## config.mk

```make
export PLATFORM = sky130hd
export DESIGN_NAME = adcseq_sequencer
export DESIGN_NICKNAME = d
export VERILOG_FILES = /design/src/include/adcseq_pkg.sv /design/src/verilog/adcseq_chan_step.sv /design/src/verilog/adcseq_result_reg.sv /design/src/verilog/adcseq_sequencer.sv
export VERILOG_INCLUDE_DIRS = /design/src /design/src/include
export SDC_FILE = /design/constraint.sdc
export NUM_CORES = 1
export LEC_CHECK = 0
export BUFFER_PORTS_ARGS = -buffer_cell sky130_fd_sc_hd__buf_2
export CORE_UTILIZATION = 55
export DETAILED_ROUTE_END_ITERATION = 6
export PLACE_DENSITY = 0.84
export SYNTH_ARGS = -nofsm -noshare
export SYNTH_HDL_FRONTEND = slang
export SYNTH_SLANG_ARGS = --single-unit
export TNS_END_PERCENT = 20
```

## constraint.sdc

```tcl
create_clock -name clock -period 3.5 [get_ports clock]
set_clock_uncertainty 0.2 [all_clocks]
set_input_delay 0.175 -clock clock [delete_from_list [all_inputs] [get_ports clock]]
set_output_delay 0.175 -clock clock [all_outputs]
set_load 0.03 [all_outputs]
```

## src/include/adcseq_consts.svh

```systemverilog
// Purpose: constants for the converter data channel sequencer
// Assumes: accumulator bit 0 is the most significant bit (bus numbering)
// Notes:   macros only, no logic
`ifndef ADCSEQ_CONSTS_SVH
`define ADCSEQ_CONSTS_SVH
// ****************************************
// transfer selectors and function codes
// ****************************************
`define ADCSEQ_XFER_NONE   3'h0
`define ADCSEQ_XFER_OUT_A  3'h1
`define ADCSEQ_XFER_IN_A   3'h2
`define ADCSEQ_XFER_OUT_B  3'h3
`define ADCSEQ_XFER_IN_B   3'h4
`define ADCSEQ_XFER_OUT_C  3'h5
`define ADCSEQ_XFER_IN_C   3'h6
`define ADCSEQ_XFER_PULSE  3'h7
`define ADCSEQ_FN_NONE     2'h0
`define ADCSEQ_FN_START    2'h1
`define ADCSEQ_FN_CLEAR    2'h2
`define ADCSEQ_FN_PULSE    2'h3
// ****************************************
// widths and reset values
// ****************************************
`define ADCSEQ_CHAN_W      8
`define ADCSEQ_MUX_W       5
`define ADCSEQ_ADDR_W      15
`define ADCSEQ_COUNT_W     12
`define ADCSEQ_GAIN_W      2
`define ADCSEQ_DATA_W      16
`define ADCSEQ_CHAN_RST    8'h00
`define ADCSEQ_ADDR_RST    15'h0000
`define ADCSEQ_COUNT_RST   12'h000
`define ADCSEQ_GAIN_RST    2'h0
`endif

```

## src/include/adcseq_pkg.sv

```systemverilog
// Purpose: types for the converter data channel sequencer
// Assumes: adcseq_consts.svh included first
// Notes:   types only
`include "adcseq_consts.svh"
package adcseq_pkg;
  typedef enum logic [2:0] {
    XF_NONE, XF_OUT_A, XF_IN_A, XF_OUT_B, XF_IN_B, XF_OUT_C, XF_IN_C, XF_PULSE
  } adcseq_xfer_type;
  typedef struct packed {
    logic [2:0]  xfer;
    logic [1:0]  func;
    logic [15:0] acc;
  } adcseq_cmd_type;
  typedef struct packed {
    logic [14:0] addr;
    logic [15:0] data;
  } adcseq_dch_type;
  typedef enum {
    SQ_IDLE, SQ_WAIT_PACE, SQ_CONVERT, SQ_TRANSFER
  } adcseq_state_type;
endpackage

```

## src/verilog/adcseq_chan_step.sv

```systemverilog
// Purpose: next channel after a conversion
// Assumes: combinational, used by the sequencer
// Notes:   full eight bits take part in the compare
`timescale 1ns/100ps
`include "adcseq_consts.svh"
module adcseq_chan_step #(
  parameter int CHAN_W = `ADCSEQ_CHAN_W
) (
  input  wire logic [CHAN_W-1:0] cur,
  input  wire logic [CHAN_W-1:0] limit,
  input  wire logic              auto_adv,
  output logic      [CHAN_W-1:0] nxt
);
  logic [CHAN_W-1:0] inc;
  assign inc = cur + {{(CHAN_W-1){1'b0}}, 1'b1};
  always_comb begin
    if (cur >= limit) begin
      nxt = '0;
    end else if (auto_adv) begin
      nxt = (inc > limit) ? '0 : inc;
    end else begin
      nxt = cur;
    end
  end
endmodule

```

## src/verilog/adcseq_result_reg.sv

```systemverilog
// Purpose: holds the converter word for the memory write
// Assumes: write strobe from the sequencer
// Notes:   registered read data
`timescale 1ns/100ps
module adcseq_result_reg #(
  parameter int DATA_W = 16
) (
  input  wire logic              clock,
  input  wire logic              arst_n,
  input  wire logic              wr_en,
  input  wire logic [DATA_W-1:0] wr_data,
  output logic      [DATA_W-1:0] rd_data
);
  always_ff @(posedge clock or negedge arst_n) begin
    if (!arst_n) begin
      rd_data <= '0;
    end else if (wr_en) begin
      rd_data <= wr_data;
    end
  end
endmodule

```

## src/verilog/adcseq_sequencer.sv

```systemverilog
// Contract
// - eight-bit limit beside eight-bit channel
// - after limit channel conversion, channel clears
// - auto advance increments, clears above limit
// - advance disabled: channel never increments
// - disabled, channel at/above limit clears once
// - five bits drive mux, eight compare
// - single-channel build ignores channel registers
// - clear command zeroes busy and done
// - pulse sets busy, clears done
// - no pacing clock: pulse starts immediately
// - pacing: each conversion waits next tick
// - each conversion end requests memory write
// - sequence end: busy off, done, interrupt
// - fifteen-bit destination address counter
// - address increments after each transfer
// - address readable anytime, one past last
// - twelve-bit negated conversion count
// - count increments with address, zero ends
// - gain loads with every count load
// - limit from bits 0-7, channel 8-15
// - every transfer applies its function field, but pulse ignores clear
// - gain codes select x1 x2 x4 x8
// - gain bits 0-1, count bits 4-15
// - address uses bits 1-15, bit 0 zero
//
// Purpose: extended converter controller running data channel sequences
// Assumes: bus bit 0 is the msb; converter answers start with conv_done
// Notes:   analog converter itself stays outside
`timescale 1ns/100ps
`include "adcseq_consts.svh"
module adcseq_sequencer #(
  parameter bit MULTI_CHAN = 1'b1,
  parameter bit GAIN_FITTED = 1'b1,
  parameter int CHAN_W = `ADCSEQ_CHAN_W,
  parameter int ADDR_W = `ADCSEQ_ADDR_W,
  parameter int COUNT_W = `ADCSEQ_COUNT_W
) (
  input  wire logic                      clock,
  input  wire logic                      arst_n,
  input  wire adcseq_pkg::adcseq_cmd_type cmd,
  output logic [15:0]                    rd_data,
  output logic                           busy,
  output logic                           done,
  output logic                           irq_req,
  input  wire logic                      auto_adv,
  input  wire logic                      pace_en,
  input  wire logic                      pace_tick,
  output logic                           conv_start,
  input  wire logic                      conv_done,
  input  wire logic [15:0]               conv_data,
  output logic [`ADCSEQ_MUX_W-1:0]       mux_sel,
  output logic [`ADCSEQ_GAIN_W-1:0]      gain_code,
  output logic [3:0]                     gain_factor,
  output logic                           dch_req,
  output adcseq_pkg::adcseq_dch_type     dch,
  input  wire logic                      dch_ack
);
  // ****************************************
  // registers
  // ****************************************
  logic [CHAN_W-1:0]  limit_channel_ff;
  logic [CHAN_W-1:0]  current_channel_ff;
  logic [ADDR_W-1:0]  destination_address_counter_ff;
  logic [COUNT_W-1:0] conversion_count_ff;
  logic [1:0]         amplifier_gain_ff;
  logic               busy_ff;
  logic               done_ff;
  logic               irq_ff;
  logic [15:0]        rd_data_ff;
  adcseq_pkg::adcseq_state_type state_ff;
  adcseq_pkg::adcseq_state_type nxt_state;
  logic [CHAN_W-1:0]  nxt_channel;
  logic [15:0]        result_word;
  logic               result_wr;
  logic               cmd_start;
  logic               cmd_clear;
  logic               seq_end;
  logic               xfer_fire;
  logic               ld_chan;
  logic               ld_addr;
  logic               ld_count;
  logic [3:0]         gain_factor_ff;

  // ****************************************
  // strobes and sequence end
  // ****************************************
  assign xfer_fire = dch_req && dch_ack;
  // the last ack is the one that carries the count from all ones to zero
  assign seq_end   = xfer_fire && (conversion_count_ff == {{(COUNT_W-1){1'b1}}, 1'b1});
  assign cmd_start = (cmd.func == `ADCSEQ_FN_START) || (cmd.func == `ADCSEQ_FN_PULSE)
                     || (cmd.xfer == `ADCSEQ_XFER_PULSE);
  assign cmd_clear = (cmd.func == `ADCSEQ_FN_CLEAR) && (cmd.xfer != `ADCSEQ_XFER_PULSE);

  // ****************************************
  // load strobes, one per output transfer
  // ****************************************
  always_comb begin
    ld_chan  = 1'b0;
    ld_addr  = 1'b0;
    ld_count = 1'b0;
    case (cmd.xfer)
      `ADCSEQ_XFER_OUT_A: ld_chan  = 1'b1;
      `ADCSEQ_XFER_OUT_B: ld_addr  = 1'b1;
      `ADCSEQ_XFER_OUT_C: ld_count = 1'b1;
      default:            ld_count = 1'b0;
    endcase
  end

  adcseq_chan_step #(
    .CHAN_W (CHAN_W)
  ) u_step (
    .cur      (current_channel_ff),
    .limit    (limit_channel_ff),
    .auto_adv (auto_adv),
    .nxt      (nxt_channel)
  );

  adcseq_result_reg #(
    .DATA_W (16)
  ) u_result (
    .clock   (clock),
    .arst_n  (arst_n),
    .wr_en   (result_wr),
    .wr_data (conv_data),
    .rd_data (result_word)
  );

  // ****************************************
  // register loads
  // ****************************************
  always_ff @(posedge clock or negedge arst_n) begin
    if (!arst_n) begin
      limit_channel_ff   <= `ADCSEQ_CHAN_RST;
      current_channel_ff <= `ADCSEQ_CHAN_RST;
    end else if (ld_chan) begin
      limit_channel_ff   <= cmd.acc[15:8];
      current_channel_ff <= cmd.acc[7:0];
    end else if (MULTI_CHAN && conv_done && state_ff == adcseq_pkg::SQ_CONVERT) begin
      current_channel_ff <= nxt_channel;
    end
  end

  always_ff @(posedge clock or negedge arst_n) begin
    if (!arst_n) begin
      destination_address_counter_ff <= `ADCSEQ_ADDR_RST;
    end else if (ld_addr) begin
      destination_address_counter_ff <= cmd.acc[14:0];
    end else if (xfer_fire) begin
      destination_address_counter_ff <= destination_address_counter_ff + ADDR_W'(1);
    end
  end

  // loading a count always loads the gain when fitted; otherwise the gain keeps its reset value
  always_ff @(posedge clock or negedge arst_n) begin
    if (!arst_n) begin
      conversion_count_ff <= `ADCSEQ_COUNT_RST;
      amplifier_gain_ff   <= `ADCSEQ_GAIN_RST;
    end else if (ld_count) begin
      conversion_count_ff <= cmd.acc[11:0];
      if (GAIN_FITTED) begin
        amplifier_gain_ff <= cmd.acc[15:14];
      end
    end else if (xfer_fire) begin
      conversion_count_ff <= conversion_count_ff + COUNT_W'(1);
    end
  end

  // factor kept in a flop so the amplifier never sees a decode glitch
  always_ff @(posedge clock or negedge arst_n) begin
    if (!arst_n) begin
      gain_factor_ff <= 4'h1;
    end else if (GAIN_FITTED && ld_count) begin
      case (cmd.acc[15:14])
        2'h0:    gain_factor_ff <= 4'h1;
        2'h1:    gain_factor_ff <= 4'h2;
        2'h2:    gain_factor_ff <= 4'h4;
        default: gain_factor_ff <= 4'h8;
      endcase
    end
  end

  // ****************************************
  // read path, registered
  // ****************************************
  always_ff @(posedge clock or negedge arst_n) begin
    if (!arst_n) begin
      rd_data_ff <= 16'h0000;
    end else begin
      // reads never touch the counters, so a mid-run read is harmless
      case (cmd.xfer)
        `ADCSEQ_XFER_IN_A: rd_data_ff <= {limit_channel_ff, current_channel_ff};
        `ADCSEQ_XFER_IN_B: rd_data_ff <= {1'b0, destination_address_counter_ff};
        `ADCSEQ_XFER_IN_C: rd_data_ff <= result_word;
        default:           rd_data_ff <= rd_data_ff;
      endcase
    end
  end

  // ****************************************
  // sequence state machine
  // ****************************************
  always_comb begin
    nxt_state = state_ff;
    case (state_ff)
      adcseq_pkg::SQ_IDLE: begin
        if (cmd_start) begin
          nxt_state = pace_en ? adcseq_pkg::SQ_WAIT_PACE : adcseq_pkg::SQ_CONVERT;
        end
      end
      adcseq_pkg::SQ_WAIT_PACE: begin
        if (pace_tick) begin
          nxt_state = adcseq_pkg::SQ_CONVERT;
        end
      end
      adcseq_pkg::SQ_CONVERT: begin
        if (conv_done) begin
          nxt_state = adcseq_pkg::SQ_TRANSFER;
        end
      end
      adcseq_pkg::SQ_TRANSFER: begin
        if (seq_end) begin
          nxt_state = adcseq_pkg::SQ_IDLE;
        end else if (xfer_fire) begin
          nxt_state = pace_en ? adcseq_pkg::SQ_WAIT_PACE : adcseq_pkg::SQ_CONVERT;
        end
      end
      default: nxt_state = adcseq_pkg::SQ_IDLE;
    endcase
    // clear aborts; a late start re-enters wait or convert directly
    if (cmd_clear) begin
      nxt_state = adcseq_pkg::SQ_IDLE;
    // a start on the final ack is dropped, so the flags and state agree
    end else if (cmd_start && !seq_end && state_ff != adcseq_pkg::SQ_IDLE) begin
      nxt_state = pace_en ? adcseq_pkg::SQ_WAIT_PACE : adcseq_pkg::SQ_CONVERT;
    end
  end

  always_ff @(posedge clock or negedge arst_n) begin
    if (!arst_n) begin
      state_ff <= adcseq_pkg::SQ_IDLE;
    end else begin
      state_ff <= nxt_state;
    end
  end

  always_ff @(posedge clock or negedge arst_n) begin
    if (!arst_n) begin
      conv_start <= 1'b0;
    end else begin
      // one pulse per conversion, never held across a stay in convert
      conv_start <= (nxt_state == adcseq_pkg::SQ_CONVERT)
                    && (state_ff != adcseq_pkg::SQ_CONVERT);
    end
  end

  // result captured as the request rises, so data holds while it waits
  assign result_wr = (state_ff == adcseq_pkg::SQ_CONVERT) && conv_done;

  // ****************************************
  // flags; sequence end beats a same-cycle clear
  // ****************************************
  always_ff @(posedge clock or negedge arst_n) begin
    if (!arst_n) begin
      busy_ff <= 1'b0;
      done_ff <= 1'b0;
      irq_ff  <= 1'b0;
    end else if (seq_end) begin
      busy_ff <= 1'b0;
      done_ff <= 1'b1;
      irq_ff  <= 1'b1;
    end else if (cmd_start) begin
      busy_ff <= 1'b1;
      done_ff <= 1'b0;
      irq_ff  <= 1'b0;
    end else if (cmd_clear) begin
      busy_ff <= 1'b0;
      done_ff <= 1'b0;
      irq_ff  <= 1'b0;
    end
  end

  // ****************************************
  // outputs
  // ****************************************
  assign dch_req     = (state_ff == adcseq_pkg::SQ_TRANSFER);
  assign dch.addr    = destination_address_counter_ff;
  assign dch.data    = result_word;
  assign mux_sel     = MULTI_CHAN ? current_channel_ff[`ADCSEQ_MUX_W-1:0]
                                  : {`ADCSEQ_MUX_W{1'b0}};
  assign gain_code   = GAIN_FITTED ? amplifier_gain_ff : 2'h0;
  assign gain_factor = gain_factor_ff;
  assign rd_data     = rd_data_ff;
  assign busy        = busy_ff;
  assign done        = done_ff;
  assign irq_req     = irq_ff;
endmodule

```

==> results of run 1 <==
-- cells in the mapped netlist (all sizes together) (6+ instances only) --
| master | n | area, sq um |
|---|---|---|
| nor4 | 10 | 103 |
| ha | 19 | 238 |
| clkbuf | 26 | 97.6 |
| xor2 | 15 | 131 |
| buf | 9 | 60.1 |
| and2 | 12 | 75.1 |
| and3 | 15 | 93.8 |
| inv | 15 | 56.3 |
| dfrtp | 115 | 2880 |
| a22oi | 19 | 143 |
| nor2 | 16 | 60.1 |
| o21ai | 59 | 295 |
| xnor2 | 6 | 52.6 |
| nand3 | 26 | 130 |
| nor3 | 7 | 35.0 |
| mux2i | 9 | 90.1 |
| mux2 | 28 | 315 |
| a21oi | 28 | 140 |
| nand4 | 11 | 75.1 |
| nor2b | 21 | 131 |
| nand2 | 90 | 338 |
-- metrics by stage --
| stage | setup slack [ns] | instances | hold WS (ns) | power [uW] | instance area [sq um] |
|---|---|---|---|---|---|
| after global routing | 0.0300 | 926 | 0.0468 | 4360 | 7680 |
| after global placement | 0.491 | 852 | 0.161 | 2490 | 6700 |
| after floorplan | 0.646 | 635 | -0.321 | 2230 | 6060 |
| after CTS | 0.407 | 926 | 0.00993 | 4190 | 7680 |
| final | 0.345 | 926 | 0.0321 | 4190 | 7680 |
| after detailed placement | 0.447 | 852 | 0.166 | 2520 | 6700 |
-- layout make-up --
type                       instances  share of cell area
multi-input combinational        469               0.384
inverter                          15             0.00733
sequential                       116               0.378
clock inverter                    14              0.0165
timing repair buffer             158               0.136
clock buffer                      18              0.0557
tap                              136              0.0222
-- flip-flops by register name, summed over array words and instances (netlist names) --
name / flops
current_channel_ff: 8
rd_data: 16
gain_factor: 4
irq_req: 1
limit_channel_ff: 8
u_result.rd_data: 16
state_ff: 32
conv_start: 1
busy: 1
destination_address_counter_ff: 15
gain_code: 2
conversion_count_ff: 12
-- worst max-delay path: cells and delay by family, from the launching register on --
family                     cells  cell delay, ns
adders and majority gates      1            0.29
and+or+nand+nor                4            0.80
AOI/OAI and AO/OA              4            1.00
DFF                            1            0.53
xor gates and xnor gates       1            0.21
-- cells in the final DEF, fill, tap and decap left out, types with 16 or more instances in the layout --
cell,instances
a21oi_1,28
dlygate4sd3_1,42
conb_1,30
buf_2,105
a22oi_1,19
nor2_1,16
o21ai_0,57
nor2b_1,21
ha_1,19
clkbuf_16,16
dfrtp_1,115
nand3_1,26
nand2_1,90
mux2_2,28
-- what timing repair did --
action | in CTS | in global routing
hold endpoints to repair | 158 | 0
hold buffers | 42 | 0
setup buffers | 0 | 0
-- power by group through the flow --
stage,Combinational [uW],Clock [uW],Sequential (uW)
after global placement,849,0,1640
after floorplan,487,0,1740
after global routing,1010,1690,1660
after detailed placement,866,0,1660
final,925,1620,1640
after CTS,918,1630,1630
-- metal layers --
| layer | up-vias | GRT usage | part of all wire |
|---|---|---|---|
| li1 | 2468 | - | - |
| met1 | 2560 | 0.386 | 0.39 |
| met2 | 294 | 0.517 | 0.49 |
| met3 | 40 | 0.0730 | 0.089 |
| met4 | 0 | 0.141 | 0.026 |
| met5 | - | 0 | 0 |
-- cell families after synthesis --
kind of cell    count (synthesis)  synth area share
simple gates                  231             0.204
other cells                     1          0.000630
compound gates                131             0.133
xor+xnor                       21            0.0309
buf+inv                        50            0.0359
flops                         116             0.488
fa+ha+maj                      19            0.0399
mux                            37            0.0681
-- worst paths after layout --
| check | from | depth (start not counted) | slack [ns] | endpoint |
|---|---|---|---|---|
| worst max-delay path | current_channel_ff[2] | 10 | 0.34 | current_channel_ff[2] |
| worst min-delay path | dch_ack | 4 | 0.03 | destination_address_counter_ff[2] |
| worst max register to register | current_channel_ff[2] | 10 | 0.34 | current_channel_ff[2] |
| worst min register to register | gain_code[1] | 2 | 0.30 | gain_code[1] |
| max in group asynchronous | arst_n | 3 | 2.18 | destination_address_counter_ff[9] |
| min in group asynchronous | arst_n | 2 | 0.15 | u_result.rd_data[13] |
==> results.cfg, run 1 <==
[status]
status = finished clean

[synth]
synth_top_flop_cell = dfrtp_1
synthesis.area_per_instance_sq_um = 9.83
synthArstFlopShare = 1.00
post_synth_inst_count = 606
synth_seq_cells = 116
edff_count_synth = 0
mappedNetlistArea_sq_um = 5950
synth-seq-area-share = 0.488
synthesis_warning_total = 0
yosys.cell_types.count = 54

[critical_path]
crit_path_max_incr_delay_ns = 0.53
crit_slowest_cell = dfrtp_1
timing.setup.critical_path_class = register to register
crit_top_cell = and3_1
crit_path_start_kind = register
endpoint_kind = register
required_time_of_the_worst_setup_path_ns = 3.70
worstPathCellList = and3_1 -> and3_1 -> nand3_1 -> xnor2_1 -> ha_1 -> a21oi_1 -> o21ai_0 -> o22ai_1 -> nand4b_1 -> o311ai_0
worstPathArrival_ns = 3.35
critical_path_fanout_max = 11

[route]
antenna_left = 0
first_drt_pass_iteration_count = 6
via_per_inst = 5.79
totalWireLength_mm = 16.5
wire_per_inst_um = 17.8
drtIter0Drc = 465
vias = 5362
drc = 0

[floorplan]
core.rowCount = 37
height_of_the_die_um = 106
die_area_sq_um = 11200
design.core.area_sq_um = 10400
ios = 107
start_util = 0.572
die_x_um = 106

[power]
power.share.combinational = 0.221
sw_frac_of_total = 0.331
share_clk_of_total_power = 0.388
pwr-share-seq = 0.391
leakagePower_uw = 0.00365
power_density_nw_per_um2 = 545
power_report.internal_total_uw = 2800
vdd_drop_max_mv = 0.392
total_switching_power_uw = 1380

[grt]
track_usage = 0.311
grt_start_max_net_pins = 75
antenna_found_initial = 0
first_pass_grt_wire_length_mm = 26.7
globalRoute.totalOverflow = 0
via_count_of_the_first_global_routing_pass = 5396

[clocking]
cts_inserted_buffers = 17
cts_max_level = 4
clock_insertion_delay_worst_skew_ns = 0.51
cts_resized = 0
ctsRootBufferMaster = clkbuf_8
cts.path.max_buffers = 2
cts.clk_slew.worst_paths_ns = 0.06
numClockSinks = 116
clock_tree_from_tritoncts = built

[sta]
totalNegativeSetupSlack_ns = 0
setup_viol_count_final = 0
grt_setup_unrepaired = no
min_period_ns = 3.16
worst_slew_pin_slew_ns = 1.26
final_hold_violation_count = 0
worst_slew_margin_rel = 0.160
maxSlewViolCount = 0
fmax_mhz = 317
layout_worst_path_cycle_share = 0.902

[layout]
fillers = 713
finalNetCount = 840
antennaDiodeCount = 0
final_layout_size_suffix_gt1_frac = 0.243
layout.area.seq_sq_um = 2900
area_growth_synth_to_finish_pct = 28.9
area_of_the_multi_input_gates_sq_um = 2950
post-route-util = 0.737

[run]
timing.max_cap.violations = 0

[placed_design]
portBuffers = 106
detailed_place_hpwl_mm = 11.3
globalplace.congestion = 0.909

[min_path]
min-delay-path-class = primary input to register
(Power assumes the default switching activity.)
==> inputs of run 2 (changes only) <==
==> constraint.sdc (replaced) <==
create_clock -name clock -period 3.48 [get_ports clock]
set_clock_uncertainty 0.2 [all_clocks]
set_input_delay 0.174 -clock clock [delete_from_list [all_inputs] [get_ports clock]]
set_output_delay 0.174 -clock clock [all_outputs]
set_load 0.03 [all_outputs]
==> results.cfg, run 2 (same netlist as run 1, synthesis figures left out) <==
[layout]
fillers = 741
stdcell_area_sq_um = 7720
antennaDiodeCount = 0
final_layout_size_suffix_gt1_frac = 0.245
area_of_the_multi_input_gates_sq_um = 2960
area_growth_synth_to_finish_pct = 29.6
finalNetCount = 838
layout.area.seq_sq_um = 2900
layout.cells.most_common = dfrtp_1
max_reg_flops = 32
most-common-layout-cells = 115 x dfrtp_1, 105 x buf_2, 90 x nand2_1, 57 x o21ai_0, 40 x dlygate4sd3_1
top_register = state_ff
reg_top3 = state_ff: 32 flops, rd_data: 16 flops, u_result.rd_data: 16 flops

[grt]
via_count_of_the_first_global_routing_pass = 5434
track_usage = 0.313
antenna_found_initial = 0
groute.layer.met3.usage = 0.0607
grt.met2_usage = 0.520
first_pass_grt_wire_length_mm = 27.0
globalRoute.totalOverflow = 0
grt_start_max_net_pins = 75
top_usage_layer = met2
gr_met1_demand_resource = 0.397

[critical_path]
crit_path_max_incr_delay_ns = 0.53
rr_worst_depth = 10
crit_slowest_cell = dfrtp_1
crit_path_start_kind = register
instance_count_on_the_critical_path = 10
required_time_of_the_worst_setup_path_ns = 3.67
timing.critical_path.from = current_channel_ff[2]
cp.buffers_inverters = 0
critical_path_fanout_max = 11
worstPathCellList = and3_1 -> and3_1 -> nand3_1 -> xnor2_1 -> ha_1 -> a21oi_1 -> o21ai_0 -> o22ai_2 -> nand4b_1 -> o311ai_0
r2r_startpoint = current_channel_ff[2]
timing.setup.critical_path_class = register to register
endpoint_kind = register
worstPathArrival_ns = 3.17
crit_top_cell = and3_1
path_delay_family = compound AO/OA/AOI/OAI gates

[route]
totalWireLength_mm = 16.8
antenna_left = 0
wire_per_inst_um = 18.2
via_per_inst = 5.90
drtIter0Drc = 527
first_drt_pass_iteration_count = 5
drc = 0
vias = 5456

[sta]
min_period_ns = 2.98
totalNegativeSetupSlack_ns = 0
worst_slew_pin_slew_ns = 1.18
worst_slew_margin_rel = 0.210
setup_viol_count_final = 0
grt_setup_unrepaired = no
final_hold_violation_count = 0
fmax_mhz = 336
layout_worst_path_cycle_share = 0.855
maxSlewViolCount = 0

[floorplan]
height_of_the_die_um = 106
design.core.area_sq_um = 10400
ios = 107
start_util = 0.572
die_area_sq_um = 11200
die_x_um = 106
core.rowCount = 37

[clocking]
cts_inserted_buffers = 17
clock_insertion_delay_worst_skew_ns = 0.51
clock_tree_from_tritoncts = built
ctsRootBufferMaster = clkbuf_8
numClockSinks = 116
cts_max_level = 4
cts.clk_slew.worst_paths_ns = 0.06
postCtsSetupRepairBufs = 0
cts.path.max_buffers = 2

[power]
pwr-share-seq = 0.376
power_density_nw_per_um2 = 568
leakagePower_uw = 0.00368
power.share.combinational = 0.213
sw_frac_of_total = 0.325
share_clk_of_total_power = 0.410
total_switching_power_uw = 1420
power_report.internal_total_uw = 2960
vdd_drop_max_mv = 0.456

[placed_design]
portBuffers = 106
globalplace.congestion = 0.913
dpl-instance-area_sq_um = 6700
detailed_place_hpwl_mm = 11.4

[run]
timing.max_cap.violations = 0

[min_path]
hold_path_depth = 4
min-delay-start = dch_ack
min-delay-path-class = primary input to register

[status]
status = finished clean
## run 2: cell count changes in the layout (fill, tap and decap cells not counted), sizes merged
cell	delta
dlygate4sd3	-2
clkinv	+2
bufinv	+2
inv	+2
clkinvlp	-5
clkbuf	-1
## run 2: power groups by stage
stage / registers (uW) / clock network [uW] / logic [uW]
2_1_floorplan: 1750 / 0 / 490
3_3_place_gp: 1650 / 0 / 855
3_5_place_dp: 1660 / 0 / 875
4_1_cts: 1640 / 1810 / 920
5_1_grt: 1660 / 1880 / 1020
6_report: 1650 / 1800 / 935
## run 2: timing repair
item / 4_1_cts / 5_1_grt
setup endpoints to repair: 0 / 1
hold buffers: 40 / 0
resized for setup: 0 / 1
hold endpoints to repair: 156 / 0
## run 2: cell type report
| type | instances | share of cell area |
|---|---|---|
| clock buffer | 17 | 0.0537 |
| clock inverter | 15 | 0.0251 |
| inverter | 15 | 0.00730 |
| multi-input combinational | 469 | 0.383 |
| sequential | 116 | 0.376 |
| tap | 136 | 0.0221 |
| timing repair buffer | 156 | 0.132 |
## run 2: path summary, 6_finish.rpt
| check | to | slack [ns] |
|---|---|---|
| max | current_channel_ff[2] | 0.50 |
| min | conversion_count_ff[4] | 0.02 |
| max reg2reg | current_channel_ff[2] | 0.50 |
| min reg2reg | gain_code[1] | 0.29 |
| max in group asynchronous | destination_address_counter_ff[2] | 2.13 |
| min in group asynchronous | u_result.rd_data[11] | 0.16 |
## run 2: tightest hold or removal path, delay by kind of cell
family,cells,cell delay (ns)
AO/OA/AOI/OAI,1,0.11
XOR/XNOR,1,0.08
buffers and inverters,1,0.21
AND/OR/NAND/NOR,1,0.12
## run 2: metal layers
layer / share of wire / up-vias
li1: - / 2463
met1: 0.40 / 2634
met2: 0.49 / 309
met3: 0.081 / 50
met4: 0.033 / 0
met5: 0 / -
## run 2: through the flow
step	hold WS (ns)	util	std cells	setup WS, ns	power [uW]
floorplan	-0.322	-	635	0.626	2240
global placement	0.160	0.643	852	0.471	2510
detailed placement	0.168	0.643	852	0.351	2540
CTS	0.00989	0.740	924	0.343	4370
global route	0.0521	0.741	924	0.188	4570
finish	0.0186	0.741	924	0.505	4380
